===== config.mk =====
export PLATFORM = sky130hd
export DESIGN_NAME = srb_receiver
export DESIGN_NICKNAME = d
export VERILOG_FILES = /design/src/srb_pkg.sv /design/src/srb_receiver.sv
export SDC_FILE = /design/constraint.sdc
export NUM_CORES = 1
export LEC_CHECK = 0
export ABC_AREA = 1
export BUFFER_PORTS_ARGS = -buffer_cell sky130_fd_sc_hd__buf_2
export CORE_AREA = 2 2 120 122
export DETAILED_ROUTE_END_ITERATION = 16
export DIE_AREA = 0 0 122 124
export GPL_TIMING_DRIVEN = 0
export HOLD_SLACK_MARGIN = 0.05
export PLACE_DENSITY = 0.8
export RECOVER_POWER = 25
export SLEW_MARGIN = 20
export SYNTH_ARGS = -nofsm -noshare
export SYNTH_HDL_FRONTEND = slang
export SYNTH_SLANG_ARGS = --single-unit

===== constraint.sdc =====
create_clock -name ref_clk_i -period 4.3 [get_ports ref_clk_i]
set_clock_uncertainty 0.2 [all_clocks]
set_input_delay 0.215 -clock ref_clk_i [delete_from_list [all_inputs] [get_ports ref_clk_i]]
set_output_delay 0.215 -clock ref_clk_i [all_outputs]
set_load 0.01 [all_outputs]

===== src/srb_pkg.sv =====
// Shared constants, field layouts and state codes of the serial receive path.
// Assumes a plain register port with byte offsets on a 5-bit address.
package srb_pkg;

	// Register byte offsets
	localparam logic [4:0] SRB_OFS_CTRL  = 5'h00;
	localparam logic [4:0] SRB_OFS_MODE  = 5'h04;
	localparam logic [4:0] SRB_OFS_BPCFG = 5'h08;
	localparam logic [4:0] SRB_OFS_STAT  = 5'h0C;
	localparam logic [4:0] SRB_OFS_HOLD  = 5'h10;

	// Command bits of the control register
	localparam int SRB_CMD_RX_RESET   = 2;
	localparam int SRB_CMD_RX_ENABLE  = 4;
	localparam int SRB_CMD_RX_DISABLE = 5;
	localparam int SRB_CMD_STAT_CLEAR = 8;

	// Status bit positions
	localparam int SRB_ST_READY   = 0;
	localparam int SRB_ST_OVERRUN = 5;
	localparam int SRB_ST_FRAME   = 6;
	localparam int SRB_ST_CHECK   = 7;
	localparam int SRB_ST_BIPHASE = 8;

	// Holding register fields
	localparam int SRB_HOLD_KIND_BIT = 15;

	// Reset values
	localparam logic [12:0] SRB_MODE_RST  = 13'h0000;
	localparam logic [7:0]  SRB_BPCFG_RST = 8'h00;

	// Oversampling counts per bit and per biphase cell, at 16x and 8x
	localparam logic [4:0] SRB_OVS16 = 5'h10;
	localparam logic [4:0] SRB_OVS8  = 5'h08;

	// Check bit types
	localparam logic [2:0] SRB_CHK_EVEN  = 3'h0;
	localparam logic [2:0] SRB_CHK_ODD   = 3'h1;
	localparam logic [2:0] SRB_CHK_SPACE = 3'h2;
	localparam logic [2:0] SRB_CHK_MARK  = 3'h3;

	// Preamble patterns
	localparam logic [1:0] SRB_PP_ONES     = 2'h0;
	localparam logic [1:0] SRB_PP_ZEROS    = 2'h1;
	localparam logic [1:0] SRB_PP_ONE_ZERO = 2'h2;
	localparam logic [1:0] SRB_PP_ZERO_ONE = 2'h3;

	// Sync delimiters as six half-cell samples
	localparam logic [5:0] SRB_SYNC_CMD  = 6'h38;
	localparam logic [5:0] SRB_SYNC_DATA = 6'h07;

	typedef struct packed {
		logic       single_bit_delimiter;
		logic       biphase_enable;
		logic       over_sel;
		logic       high_bit_first;
		logic       nine_bit_select;
		logic [1:0] stop_count;
		logic [2:0] check_bit_type;
		logic       sync_sel;
		logic [1:0] char_length;
	} srb_mode_t;

	typedef struct packed {
		logic       drift_en;
		logic       receive_line_polarity;
		logic [1:0] receive_preamble_pattern;
		logic [3:0] receive_preamble_length;
	} srb_bpcfg_t;

	typedef enum logic {SRB_A_IDLE = 1'b0, SRB_A_BITS = 1'b1} srb_astate_t;
	typedef enum logic {SRB_S_IDLE = 1'b0, SRB_S_BITS = 1'b1} srb_sstate_t;
	typedef enum logic [1:0] {
		SRB_B_HUNT  = 2'b00,
		SRB_B_PRE   = 2'b01,
		SRB_B_DELIM = 2'b10,
		SRB_B_DATA  = 2'b11
	} srb_bstate_t;
	typedef enum logic [1:0] {
		SRB_C_DATA = 2'b00,
		SRB_C_CHK  = 2'b01,
		SRB_C_STOP = 2'b10
	} srb_cstate_t;

endpackage


===== src/srb_receiver.sv =====
// Serial receive path: oversampling, synchronous and biphase receivers,
// character assembly, holding register and status flags.
// Assumes ovs_tick_i pulses once per oversampling period and that all
// inputs are synchronous to ref_clk_i.
//
// Chosen here: the address map and the address-and-strobe port.
`timescale 1ns/10ps
`default_nettype none

module srb_receiver (
	input  wire logic        ref_clk_i,
	input  wire logic        rst_b_i,
	input  wire logic [4:0]  addr_i,
	input  wire logic [31:0] wdata_i,
	input  wire logic        wr_i,
	input  wire logic        rd_i,
	input  wire logic        rxd_i,
	input  wire logic        ovs_tick_i,
	input  wire logic        baud_clk_i,
	output logic      [31:0] rdata_o,
	output logic             rx_ready_o
);
	import srb_pkg::*;

	// Drift-adjusted period from tick position within the period
	function automatic logic [4:0] srb_drift(input logic [4:0] pos,
	                                         input logic [4:0] nom);
		logic [4:0] mid;
		mid = {1'b0, nom[4:1]};
		srb_drift = nom;
		if (pos < mid && (mid - pos) >= 5'h02 && (mid - pos) <= 5'h04)
			srb_drift = nom - 5'h01;
		else if (pos > mid && (pos - mid) >= 5'h02 && (pos - mid) <= 5'h03)
			srb_drift = nom + 5'h01;
	endfunction

	// Expected check bit for a character
	function automatic logic srb_want(input logic [2:0] t,
	                                  input logic [8:0] d);
		unique case (t)
			SRB_CHK_EVEN: srb_want = ^d;
			SRB_CHK_ODD:  srb_want = ~^d;
			SRB_CHK_MARK: srb_want = 1'b1;
			default:      srb_want = 1'b0;
		endcase
	endfunction

	srb_mode_t   mode;
	srb_bpcfg_t  bpcfg;
	srb_astate_t a_st;
	srb_sstate_t s_st;
	srb_bstate_t b_st;
	srb_cstate_t c_st;
	logic        rx_en;
	logic        dis_pend;
	logic        rx_q;
	logic        baud_q;
	logic [3:0]  a_low;
	logic [4:0]  a_ph;
	logic [4:0]  a_len;
	logic        a_start;
	logic        a_bv;
	logic        a_bit;
	logic        s_start;
	logic        s_bv;
	logic        s_bit;
	logic        b_start;
	logic        b_bv;
	logic        b_bit;
	logic        b_viol;
	logic        b_kind;
	logic        pre_bit;
	logic        hunt_hi;
	logic [2:0]  b_low;
	logic [4:0]  b_tk;
	logic [4:0]  b_len;
	logic [5:0]  hs;
	logic [2:0]  hn;
	logic [3:0]  cells;
	logic [3:0]  c_cnt;
	logic [8:0]  sh;
	logic [8:0]  next_sh;
	logic        char_done;
	logic        fin;
	logic        chk_ev;
	logic        frm_ev;
	logic [8:0]  hold_data;
	logic        hold_kind;
	logic        ovr;
	logic        chk_err;
	logic        frm_err;
	logic        bp_err;
	logic [31:0] stat_w;
	logic [31:0] hold_w;

	// Register port decode
	wire       wr_ctrl  = wr_i && addr_i == SRB_OFS_CTRL;
	wire       cmd_rst  = wr_ctrl && wdata_i[SRB_CMD_RX_RESET];
	wire       cmd_en   = wr_ctrl && wdata_i[SRB_CMD_RX_ENABLE];
	wire       cmd_dis  = wr_ctrl && wdata_i[SRB_CMD_RX_DISABLE];
	wire       cmd_clr  = wr_ctrl && wdata_i[SRB_CMD_STAT_CLEAR];
	wire       hold_rd  = rd_i && addr_i == SRB_OFS_HOLD;
	wire       halt     = !rx_en || cmd_rst;
	wire       drift_ok = bpcfg.drift_en && !mode.over_sel;
	wire       rx_edge  = rxd_i != rx_q;
	wire       rx_pol   = rxd_i ^ bpcfg.receive_line_polarity;
	wire       async_on = !mode.sync_sel && !mode.biphase_enable;
	wire       sync_on  = mode.sync_sel && !mode.biphase_enable;
	wire [4:0] nom      = mode.over_sel ? SRB_OVS8 : SRB_OVS16;
	wire [4:0] half     = {1'b0, nom[4:1]};
	wire [2:0] qtr      = nom[4:2];
	wire       all_idle = a_st == SRB_A_IDLE && s_st == SRB_S_IDLE
	                      && b_st == SRB_B_HUNT;

	// Configuration registers survive the receiver reset command
	always_ff @(posedge ref_clk_i or negedge rst_b_i) begin
		if (!rst_b_i) begin
			mode  <= SRB_MODE_RST;
			bpcfg <= SRB_BPCFG_RST;
		end else if (wr_i) begin
			if (addr_i == SRB_OFS_MODE)
				mode <= wdata_i[12:0];
			if (addr_i == SRB_OFS_BPCFG)
				bpcfg <= wdata_i[7:0];
		end
	end

	// Enable state; disable waits for the current character
	always_ff @(posedge ref_clk_i or negedge rst_b_i) begin
		if (!rst_b_i) begin
			rx_en    <= 1'b0;
			dis_pend <= 1'b0;
		end else if (cmd_en) begin
			rx_en    <= 1'b1;
			dis_pend <= 1'b0;
		end else if (cmd_dis) begin
			dis_pend <= 1'b1;
		end else if (dis_pend && all_idle) begin
			rx_en    <= 1'b0;
			dis_pend <= 1'b0;
		end
	end

	// Previous line sample and baud clock level
	always_ff @(posedge ref_clk_i or negedge rst_b_i) begin
		if (!rst_b_i) begin
			rx_q   <= 1'b1;
			baud_q <= 1'b0;
		end else begin
			baud_q <= baud_clk_i;
			if (ovs_tick_i)
				rx_q <= rxd_i;
		end
	end

	// Oversampling receiver
	always_ff @(posedge ref_clk_i or negedge rst_b_i) begin
		if (!rst_b_i) begin
			a_st    <= SRB_A_IDLE;
			a_low   <= 4'h0;
			a_ph    <= 5'h00;
			a_len   <= SRB_OVS16;
			a_start <= 1'b0;
			a_bv    <= 1'b0;
			a_bit   <= 1'b1;
		end else begin
			a_start <= 1'b0;
			a_bv    <= 1'b0;
			if (halt || !async_on || char_done) begin
				a_st  <= SRB_A_IDLE;
				a_low <= 4'h0;
			end else if (ovs_tick_i) begin
				unique case (a_st)
					SRB_A_IDLE: begin
						if (rxd_i) begin
							a_low <= 4'h0;
						end else if (a_low == half[3:0] - 4'h1) begin
							a_st    <= SRB_A_BITS;
							a_low   <= 4'h0;
							a_ph    <= 5'h00;
							a_len   <= nom;
							a_start <= 1'b1;
						end else begin
							a_low <= a_low + 4'h1;
						end
					end
					SRB_A_BITS: begin
						if (a_ph == a_len - 5'h01) begin
							a_ph  <= 5'h00;
							a_len <= nom;
							a_bv  <= 1'b1;
							a_bit <= rxd_i;
						end else begin
							a_ph <= a_ph + 5'h01;
							if (rx_edge && drift_ok)
								a_len <= srb_drift(a_ph + 5'h01, nom);
						end
					end
				endcase
			end
		end
	end

	// Synchronous receiver on baud clock rising edges
	always_ff @(posedge ref_clk_i or negedge rst_b_i) begin
		if (!rst_b_i) begin
			s_st    <= SRB_S_IDLE;
			s_start <= 1'b0;
			s_bv    <= 1'b0;
			s_bit   <= 1'b1;
		end else begin
			s_start <= 1'b0;
			s_bv    <= 1'b0;
			if (halt || !sync_on || char_done) begin
				s_st <= SRB_S_IDLE;
			end else if (baud_clk_i && !baud_q) begin
				unique case (s_st)
					SRB_S_IDLE: begin
						if (!rxd_i) begin
							s_st    <= SRB_S_BITS;
							s_start <= 1'b1;
						end
					end
					SRB_S_BITS: begin
						s_bv  <= 1'b1;
						s_bit <= rxd_i;
					end
				endcase
			end
		end
	end

	// Biphase decoder: start, preamble, delimiter and data cells
	always_ff @(posedge ref_clk_i or negedge rst_b_i) begin
		if (!rst_b_i) begin
			b_st    <= SRB_B_HUNT;
			hunt_hi <= 1'b1;
			b_low   <= 3'h0;
			b_tk    <= 5'h00;
			b_len   <= 5'h08;
			hs      <= 6'h00;
			hn      <= 3'h0;
			cells   <= 4'h0;
			b_start <= 1'b0;
			b_bv    <= 1'b0;
			b_bit   <= 1'b0;
			b_viol  <= 1'b0;
			b_kind  <= 1'b0;
		end else begin
			b_start <= 1'b0;
			b_bv    <= 1'b0;
			b_viol  <= 1'b0;
			if (halt || !mode.biphase_enable || char_done) begin
				b_st    <= SRB_B_HUNT;
				hunt_hi <= 1'b0;
				b_low   <= 3'h0;
			end else if (ovs_tick_i && b_st == SRB_B_HUNT) begin
				if (rx_pol) begin
					hunt_hi <= 1'b1;
					b_low   <= 3'h0;
				end else if (hunt_hi && b_low == qtr - 3'h1) begin
					// Quarter point of the first cell reached
					b_st    <= (bpcfg.receive_preamble_length != 4'h0)
					           ? SRB_B_PRE : SRB_B_DELIM;
					hunt_hi <= 1'b0;
					b_low   <= 3'h0;
					hs      <= 6'h00;
					hn      <= 3'h1;
					cells   <= 4'h0;
					b_tk    <= 5'h00;
					b_len   <= half;
				end else if (hunt_hi) begin
					b_low <= b_low + 3'h1;
				end
			end else if (ovs_tick_i) begin
				if (b_tk == b_len - 5'h01) begin
					b_tk  <= 5'h00;
					b_len <= half;
					hs    <= {hs[4:0], rx_pol};
					hn    <= hn + 3'h1;
					unique case (b_st)
						SRB_B_PRE: begin
							if (hn[0]) begin
								if ({hs[0], rx_pol} != {pre_bit, !pre_bit}) begin
									b_st <= SRB_B_HUNT;
								end else if (cells ==
								     bpcfg.receive_preamble_length - 4'h1) begin
									b_st <= SRB_B_DELIM;
									hn   <= 3'h0;
								end
								cells <= cells + 4'h1;
							end
						end
						SRB_B_DELIM: begin
							if (mode.single_bit_delimiter) begin
								if (hn[0] && {hs[0], rx_pol} == 2'b01) begin
									b_st    <= SRB_B_DATA;
									b_start <= 1'b1;
									hn      <= 3'h0;
								end else if (hn[0]) begin
									b_st <= SRB_B_HUNT;
								end
							end else if (hn == 3'h5) begin
								if ({hs[4:0], rx_pol} == SRB_SYNC_CMD ||
								    {hs[4:0], rx_pol} == SRB_SYNC_DATA) begin
									b_st    <= SRB_B_DATA;
									b_start <= 1'b1;
									b_kind  <= hs[4];
									hn      <= 3'h0;
								end else begin
									b_st <= SRB_B_HUNT;
								end
							end
						end
						SRB_B_DATA: begin
							if (hn[0]) begin
								b_bv   <= 1'b1;
								b_bit  <= hs[0];
								b_viol <= hs[0] == rx_pol;
							end
						end
						default: b_st <= SRB_B_HUNT;
					endcase
				end else begin
					b_tk <= b_tk + 5'h01;
					if (rx_edge && drift_ok)
						b_len <= srb_drift(b_tk + 5'h01, half);
				end
			end
		end
	end

	// Expected preamble level of the current cell
	always_comb begin
		unique case (bpcfg.receive_preamble_pattern)
			SRB_PP_ONES:     pre_bit = 1'b1;
			SRB_PP_ZEROS:    pre_bit = 1'b0;
			SRB_PP_ONE_ZERO: pre_bit = !cells[0];
			SRB_PP_ZERO_ONE: pre_bit = cells[0];
		endcase
	end

	// Character assembly shared by all receivers
	wire       bv     = a_bv | s_bv | b_bv;
	wire       bval   = async_on ? a_bit : (sync_on ? s_bit : b_bit);
	wire       c_go   = a_start | s_start | b_start;
	wire       chk_on = mode.check_bit_type[2:1] != 2'b10;
	wire [3:0] nbits  = mode.nine_bit_select ? 4'h9
	                    : 4'h5 + {2'b00, mode.char_length};

	always_comb begin
		next_sh = sh;
		fin     = 1'b0;
		chk_ev  = 1'b0;
		frm_ev  = 1'b0;
		if (bv && !halt) begin
			unique case (c_st)
				SRB_C_DATA: begin
					if (mode.high_bit_first)
						next_sh = {sh[7:0], bval};
					else
						next_sh[c_cnt] = bval;
					fin = c_cnt == nbits - 4'h1 && !chk_on
					      && mode.biphase_enable;
				end
				SRB_C_CHK: begin
					chk_ev = bval != srb_want(mode.check_bit_type, sh);
					fin    = mode.biphase_enable;
				end
				SRB_C_STOP: begin
					frm_ev = !bval;
					fin    = 1'b1;
				end
				default: fin = 1'b0;
			endcase
		end
	end

	always_ff @(posedge ref_clk_i or negedge rst_b_i) begin
		if (!rst_b_i) begin
			c_st      <= SRB_C_DATA;
			c_cnt     <= 4'h0;
			sh        <= 9'h000;
			char_done <= 1'b0;
		end else begin
			char_done <= fin;
			sh        <= next_sh;
			if (halt || c_go) begin
				c_st  <= SRB_C_DATA;
				c_cnt <= 4'h0;
				sh    <= 9'h000;
			end else if (bv && c_st == SRB_C_DATA) begin
				c_cnt <= c_cnt + 4'h1;
				if (c_cnt == nbits - 4'h1)
					c_st <= chk_on ? SRB_C_CHK : SRB_C_STOP;
			end else if (bv && c_st == SRB_C_CHK) begin
				c_st <= SRB_C_STOP;
			end
		end
	end

	// Holding register and status flags; events win over clears
	always_ff @(posedge ref_clk_i or negedge rst_b_i) begin
		if (!rst_b_i) begin
			hold_data  <= 9'h000;
			hold_kind  <= 1'b0;
			rx_ready_o <= 1'b0;
			ovr        <= 1'b0;
			chk_err    <= 1'b0;
			frm_err    <= 1'b0;
			bp_err     <= 1'b0;
		end else if (cmd_rst) begin
			rx_ready_o <= 1'b0;
			ovr        <= 1'b0;
			chk_err    <= 1'b0;
			frm_err    <= 1'b0;
			bp_err     <= 1'b0;
		end else begin
			if (fin) begin
				hold_data <= next_sh;
				hold_kind <= mode.biphase_enable
				             && !mode.single_bit_delimiter && b_kind;
			end
			if (fin)
				rx_ready_o <= 1'b1;
			else if (hold_rd)
				rx_ready_o <= 1'b0;
			if (fin && rx_ready_o && !hold_rd)
				ovr <= 1'b1;
			else if (cmd_clr)
				ovr <= 1'b0;
			if (chk_ev)
				chk_err <= 1'b1;
			else if (cmd_clr)
				chk_err <= 1'b0;
			if (frm_ev)
				frm_err <= 1'b1;
			else if (cmd_clr)
				frm_err <= 1'b0;
			if (b_viol)
				bp_err <= 1'b1;
			else if (cmd_clr)
				bp_err <= 1'b0;
		end
	end

	// Read words
	always_comb begin
		stat_w                 = 32'h0000_0000;
		stat_w[SRB_ST_READY]   = rx_ready_o;
		stat_w[SRB_ST_OVERRUN] = ovr;
		stat_w[SRB_ST_FRAME]   = frm_err;
		stat_w[SRB_ST_CHECK]   = chk_err;
		stat_w[SRB_ST_BIPHASE] = bp_err;
		hold_w                 = {23'h000000, hold_data};
		hold_w[SRB_HOLD_KIND_BIT] = hold_kind;
	end

	// Read data one cycle after the strobe, zero elsewhere
	always_ff @(posedge ref_clk_i or negedge rst_b_i) begin
		if (!rst_b_i) begin
			rdata_o <= 32'h0000_0000;
		end else if (rd_i) begin
			unique case (addr_i)
				SRB_OFS_MODE:  rdata_o <= {19'h00000, mode};
				SRB_OFS_BPCFG: rdata_o <= {24'h000000, bpcfg};
				SRB_OFS_STAT:  rdata_o <= stat_w;
				SRB_OFS_HOLD:  rdata_o <= hold_w;
				default:       rdata_o <= 32'h0000_0000;
			endcase
		end else begin
			rdata_o <= 32'h0000_0000;
		end
	end

	wire a_run = async_on && !halt && !char_done && ovs_tick_i && a_st == SRB_A_BITS
	             && a_ph != a_len - 5'h01 && rx_edge && drift_ok;
endmodule
`default_nettype wire


Word level (Yosys, flattened, before mapping)
Index checks and enable logic that the tools add are counted.

storage, ports and cells
  word-level logic and storage cells = 421
  register bits = 143
  input bits = 44
  output and inout bits = 33

operators by class
  bitwise logic cells = 13
  reductions and logical operators = 106
  multiplexer cells = 169
  $lt $le $gt $ge = 14
  $add $sub $neg = 22
  eq/ne operators = 44

operators with widths
  operator               count
  $mux W5                28
  $mux W1                74
  $pmux W16 S4           1
  $mux W4                15
  $mux W3                17
  $mux W2                20
  $mux W9                4
  $logic_and A1 B1 Y1    35
  $reduce_bool A3 Y1     11
  $mux W32               1
  $ge A5 B2 Y1 const B   4
  $pmux W5 S2            2
  $reduce_bool A2 Y1     9
  $reduce_and A2 Y1      8
  $add A5 B1 Y5 const B  3
  $reduce_and A5 Y1      3
  $sub A5 B1 Y5 const B  3
  $logic_not A1 Y1       14
  $add A4 B1 Y4 const B  3
  $eq A4 B4 Y1           3
  $reduce_and A4 Y1      3
  $sub A4 B1 Y4 const B  3
  $eq A2 B2 Y1 const B   5
  $eq A5 B4 Y1 const B   2
  59 further kinds       97

Logic depth before layout (Yosys ltp)
  word-level depth = 12
  gate-level depth with buffers = 16

Worst setup path before layout
No wires, ideal clock.

  kind = register to register
  start point = register b_tk[0]
  end point = register b_len[2]
  data required time = 3.977 ns
  data arrival time = 2.298 ns
  path slack = 1.679 ns
  stages on the path, launching flop included = 16
  cells stage by stage = dfrtp_1 > ha_1 > xor2_1 > inv_1 > ha_1 > nand3_1 > nand2_1 > inv_1 > nand2_1 > nor3b_1 > nand4_1 > ha_1 > nand2_1 > nand2_1 > nor2_1 > a21oi_1

between the ends
  word-level cells in the longest chain between the ends = 11

RTL lines
  item                               line                 text
  start: declaration                 srb_receiver.sv:75   logic [4:0] b_tk;
  start signal: assignment           srb_receiver.sv:325  b_tk <= b_tk + 5'h01;
  $add A5 B1 Y5                      srb_receiver.sv:327  b_len <= srb_drift(b_tk + 5'h01, half);
  $sub A5 B3 Y5                      srb_receiver.sv:33   else if (pos > mid && (pos - mid) >= 5'h02 && (pos - mid) <= 5'h03)
  $ge A5 B2 Y1                       srb_receiver.sv:33
  $logic_and A1 B1 Y1 (2 in series)  srb_receiver.sv:33
  $mux W5                            srb_receiver.sv:33
  $mux W5                            srb_receiver.sv:31   if (pos < mid && (mid - pos) >= 5'h02 && (mid - pos) <= 5'h04)
  $mux W5                            srb_receiver.sv:326  if (rx_edge && drift_ok)
  $mux W5                            srb_receiver.sv:276  if (b_tk == b_len - 5'h01) begin
  $mux W5                            srb_receiver.sv:275  end else if (ovs_tick_i) begin
  $mux W5                            srb_receiver.sv:257  end else if (ovs_tick_i && b_st == SRB_B_HUNT) begin
  end signal: assignment             srb_receiver.sv:271  b_len <= half;
  end signal: assignment             srb_receiver.sv:278  b_len <= half;
  end signal: assignment             srb_receiver.sv:327
  end: declaration                   srb_receiver.sv:76   logic [4:0] b_len;

Several ways; a longest one is shown, not always the timed one. The select of a mux whose other input is x is not followed.
A chain may end at the register's enable or synchronous reset.

Worst setup path after layout
Ends and elaborated chain as after synthesis.

==> results by stage <==
Outcome:
- The flow ran to the end, and the final reports show no timing, DRC or antenna violations.

Clock network:
- The clock passes through at most 2 buffers.
- The clock latency reported for the late side of the worst-skew pair is 0.42 ns.
- The sink count of the clock tree is 123.
- The total clock buffers created by CTS is 17.
- The post-cts sizing count is 0.
- The clock root buffer is clkbuf_16.
- The TritonCTS clock tree is yes.
- CTS built an H-tree with a depth of 4.
- After clock tree synthesis, the clock-pin slew on the worst setup and hold paths is 0.06 ns.
- The post-CTS setup buffer count is 0.

Timing:
- The normalized max-slew margin is 0.551.
- Once routing completed, OpenROAD measured the worst setup slack at 1.27 ns.
- The final number of max-transition violations is 0.
- The final number of hold-violating endpoints is 0.
- The total of endpoints with negative setup slack in the final report is 0.
- Static timing analysis puts the maximum clock frequency at 330 MHz.
- After routing, the total negative slack on setup checks comes to 0 ns.
- In the finished design, the share of the clock period the worst path needs comes to 0.706.
- The post-layout minimum cycle time is 3.03 ns.
- Setup repair after global routing left no endpoint under its margin.
- The transition at the pin with the smallest max-transition slack is 0.674 ns.

Placed design:
- The routability congestion estimate from global placement is 0.902.
- The estimated wirelength of the detail-placed design is 12800 um.
- The count of buffers added on input and output ports is 36.
- Prior to clock tree synthesis, the placed netlist has a worst setup slack of 1.27 ns.

Global routing:
- The first global-routing pass estimated 30300 um of wire.
- For this run the aggregate overflow at the end of global routing stands at 0.
- In the global route stage, overall resource usage came out at 0.258.
- The initial antenna violation count was 0.
- The largest net degree at the start of global routing is 65.
- The number of global-route vias before repair is 6305.

Floorplan:
- The core region is 13700 um2.
- The count of standard-cell rows is 43.
- The width of the chip is 122 um.
- For this design the top-level I/O count stands at 77.
- The die covers 15100 um2.
- The die is 124 um tall.
- The starting density of the core is 0.546.

Routing:
- The detail route stage leaves a number of antenna-violating nets equal to 0.
- After detailed routing, the average wire length per cell comes to 14.3 um.
- The violation count after the first detailed-routing iteration is 554.
- After detailed routing, the number of remaining DRC violations is 0.
- The pre-antenna-repair detailed-routing pass consisted of 5 iterations.
- The per-cell via count in the routed design is 5.34.
- The detailed router placed 6764 vias in this run.
- The final layout contains routed wiring with a total length of 18200 um.

Power and ir drop:
- The worst-case IR drop observed on VDD is 373 uV.
- The net switching component of the power is 1.18 mW.
- The cell leakage power is 4.49 nW.
- The portion of total power attributed to sequential cells is 0.354.
- The power density over cell area is 431 nW/um2.
- The internal cell power is 2.66 mW.
- Of the total power, the share spent switching nets is 0.308.
- The share of total power dissipated in the clock network is 0.433.
- Of the total power, combinational logic draws 0.213.

Synthesis:
- The number of unique standard cell types used by synthesis is 51.
- The register area share after synthesis is 0.412.
- During synthesis, Yosys emitted a total of 0 warnings.
- After technology mapping, the gate count stands at 978.
- The most used flip-flop cell after synthesis is dfrtp_1.
- In this run, synthesis inferred 0 flip-flops with an integrated enable.
- The netlist area before placement is 7490 um2.
- Synthesis inferred 123 register bits.
- The fraction of registers with async set or reset after synthesis is 1.00.
- Dividing the synthesized area by the synthesized cell count gives 7.66 um2.

Critical path:
- The combined buffer and inverter count along the critical path is 2.
- By instance count, the cell type seen most on the critical path is nand2_1.
- The worst setup path is of the register to register kind.
- In this run the worst path has a maximum fanout of 8.
- The signal on the critical path passes through ha_1 -> xor2_1 -> inv_1 -> ha_1 -> nand3_1 -> nand2_1 -> inv_1 -> nand2_1 -> nor3b_1 -> nand4_1 -> ha_1 -> nand2_1 -> nand2_1 -> nor2_1 -> a21oi_1.
- The worst path arrival time is 3.14 ns.
- The type of element launching the critical path is a register.
- The delay contributed by the slowest stage of the critical path is 0.49 ns.
- In this design, the largest share of critical-path delay is due to adder cells.
- The worst reg-to-reg setup slack is 1.27 ns.
- The slowest stage of the critical path belongs to the cell dfrtp_1.
- The endpoint class of the critical path is a register.
- The endpoint required time on the critical path is 4.41 ns.

Finish:
- The net count of the finished layout is 1154.
- The fraction of layout instances using a drive strength above 1 is 0.126.
- The area growth from synthesis to layout is 18.9%.
- The total inserted antenna cells is 0.

Flow run:
- Max-cap violations in this run came to 0.

Worst hold path:
- The worst min-delay path class is primary input to register.
-- cells in the mapped netlist (4+ instances only) --
cell type    n  area share
nand3_1     71       0.047
buf_4       19       0.019
inv_2        4      0.0020
o211ai_1     4      0.0040
o31ai_1      4      0.0040
nand4_1      8      0.0067
ha_1        34       0.057
nand2_1    229        0.11
o21ai_0     89       0.059
and2_1       4      0.0033
nor2_2       5      0.0042
a21oi_1     35       0.023
inv_1      146       0.073
or2_2        4      0.0033
xor2_1      22       0.026
buf_2        8      0.0053
nor2_1      73       0.037
clkbuf_1     4      0.0020
o22ai_1     10      0.0084
nand2_2      5      0.0042
dfstp_2      6       0.021
o21ai_1      6      0.0040
nor3_1      21       0.014
xnor2_1     12       0.014
dfrtp_1    117        0.39
-- power by group through the flow --
stage | Clock (mW) | Combinational [mW] | Sequential, mW
after floorplan | 0 | 0.612 | 1.35
after global placement | 0 | 0.767 | 1.37
after detailed placement | 0 | 0.793 | 1.38
after CTS | 1.67 | 0.817 | 1.36
after global routing | 1.74 | 0.953 | 1.37
final | 1.66 | 0.819 | 1.36
-- kinds of logic after synthesis --
logic type,synth area share
compound gates,0.116
buf+inv,0.103
other cells,0.000501
xor+xnor,0.0397
simple gates,0.266
flops,0.412
fa+ha+maj,0.0621
-- area by class of cell --
cell class | instances | area [um2]
clock inverters | 15 | 259
fillers | 1072 | 4810
well taps | 180 | 225
multi-input cells | 689 | 3700
inverters | 151 | 569
repair buffers | 60 | 444
clock buffers | 17 | 425
flip-flops and latches | 123 | 3090
plain buffers | 32 | 201
-- layer usage --
layer,vias to the layer above,GRT usage,share of wire
li1,3308,-,-
met1,3173,0.340,0.44
met2,250,0.422,0.48
met3,33,0.0632,0.065
met4,0,0.0819,0.017
met5,-,0,0
-- cell usage in the layout, fill, tap and decap left out, drive strengths merged --
master	netlist	routed
xnor2	12	12
clkinv	0	4
o221ai	1	1
dfrtp	117	117
a31oi	1	1
dfstp	6	6
a41oi	1	1
o31ai	4	4
a22oi	1	1
o41ai	1	1
nand3b	1	1
o21bai	2	2
nand3	75	75
o22ai	10	10
and2	4	4
nand4	8	8
conb	1	18
and3	1	1
bufinv	0	6
fa	2	2
a21oi	36	36
ha	34	34
nor2	81	81
dlygate4sd3	0	23
nor4	4	4
nor3b	1	1
or2	5	5
o21ai	96	96
o211ai	4	4
nor3	24	24
inv	151	156
a221oi	3	3
buf	27	63
clkbuf	5	23
xor2	22	22
nand2	236	236
nand2b	1	1
-- metrics by stage --
step           power, mW  utilization  hold WS, ns  std cells  area (um2)
6_report            3.84        0.649        0.153       1267        8910
5_1_grt             4.06        0.649        0.184       1267        8910
4_1_cts             3.85        0.649        0.124       1267        8910
3_5_place_dp        2.17        0.583       0.0527       1212        8000
3_3_place_gp        2.14        0.580        0.143       1211        7960
2_1_floorplan       1.96            -       -0.281        995        7560
-- worst min-delay path, cell delays in order --
cell and delay, ns:
buf_2 0.08, inv_1 0.04, nand2_2 0.14, nor4_4 0.09, nand2_1 0.06, a41oi_1 0.09
-- state kept, by name, indices dropped and copies added, names as in the netlist, 5 cells and up --
register   cells
mode          13
hs             5
bpcfg          8
rdata_o       14
a_ph           5
sh             9
hold_data      9
b_tk           5
-- repair_timing --
action                                 4_1_cts  5_1_grt
hold buffers                                23        0
endpoints found under the hold margin      109        0
setup endpoints to repair                    0        0
-- path summary, 6_finish.rpt --
check	from	to	cells past startpoint
min in group asynchronous	rst_b_i	bpcfg[0]	2
max	b_tk[0]	b_len[2]	15
max in group asynchronous	rst_b_i	a_len[4]	3
min reg2reg	b_kind	b_kind	2
min	addr_i[1]	rdata_o[0]	6
max reg2reg	b_tk[0]	b_len[2]	15
(Power assumes the default switching activity.)
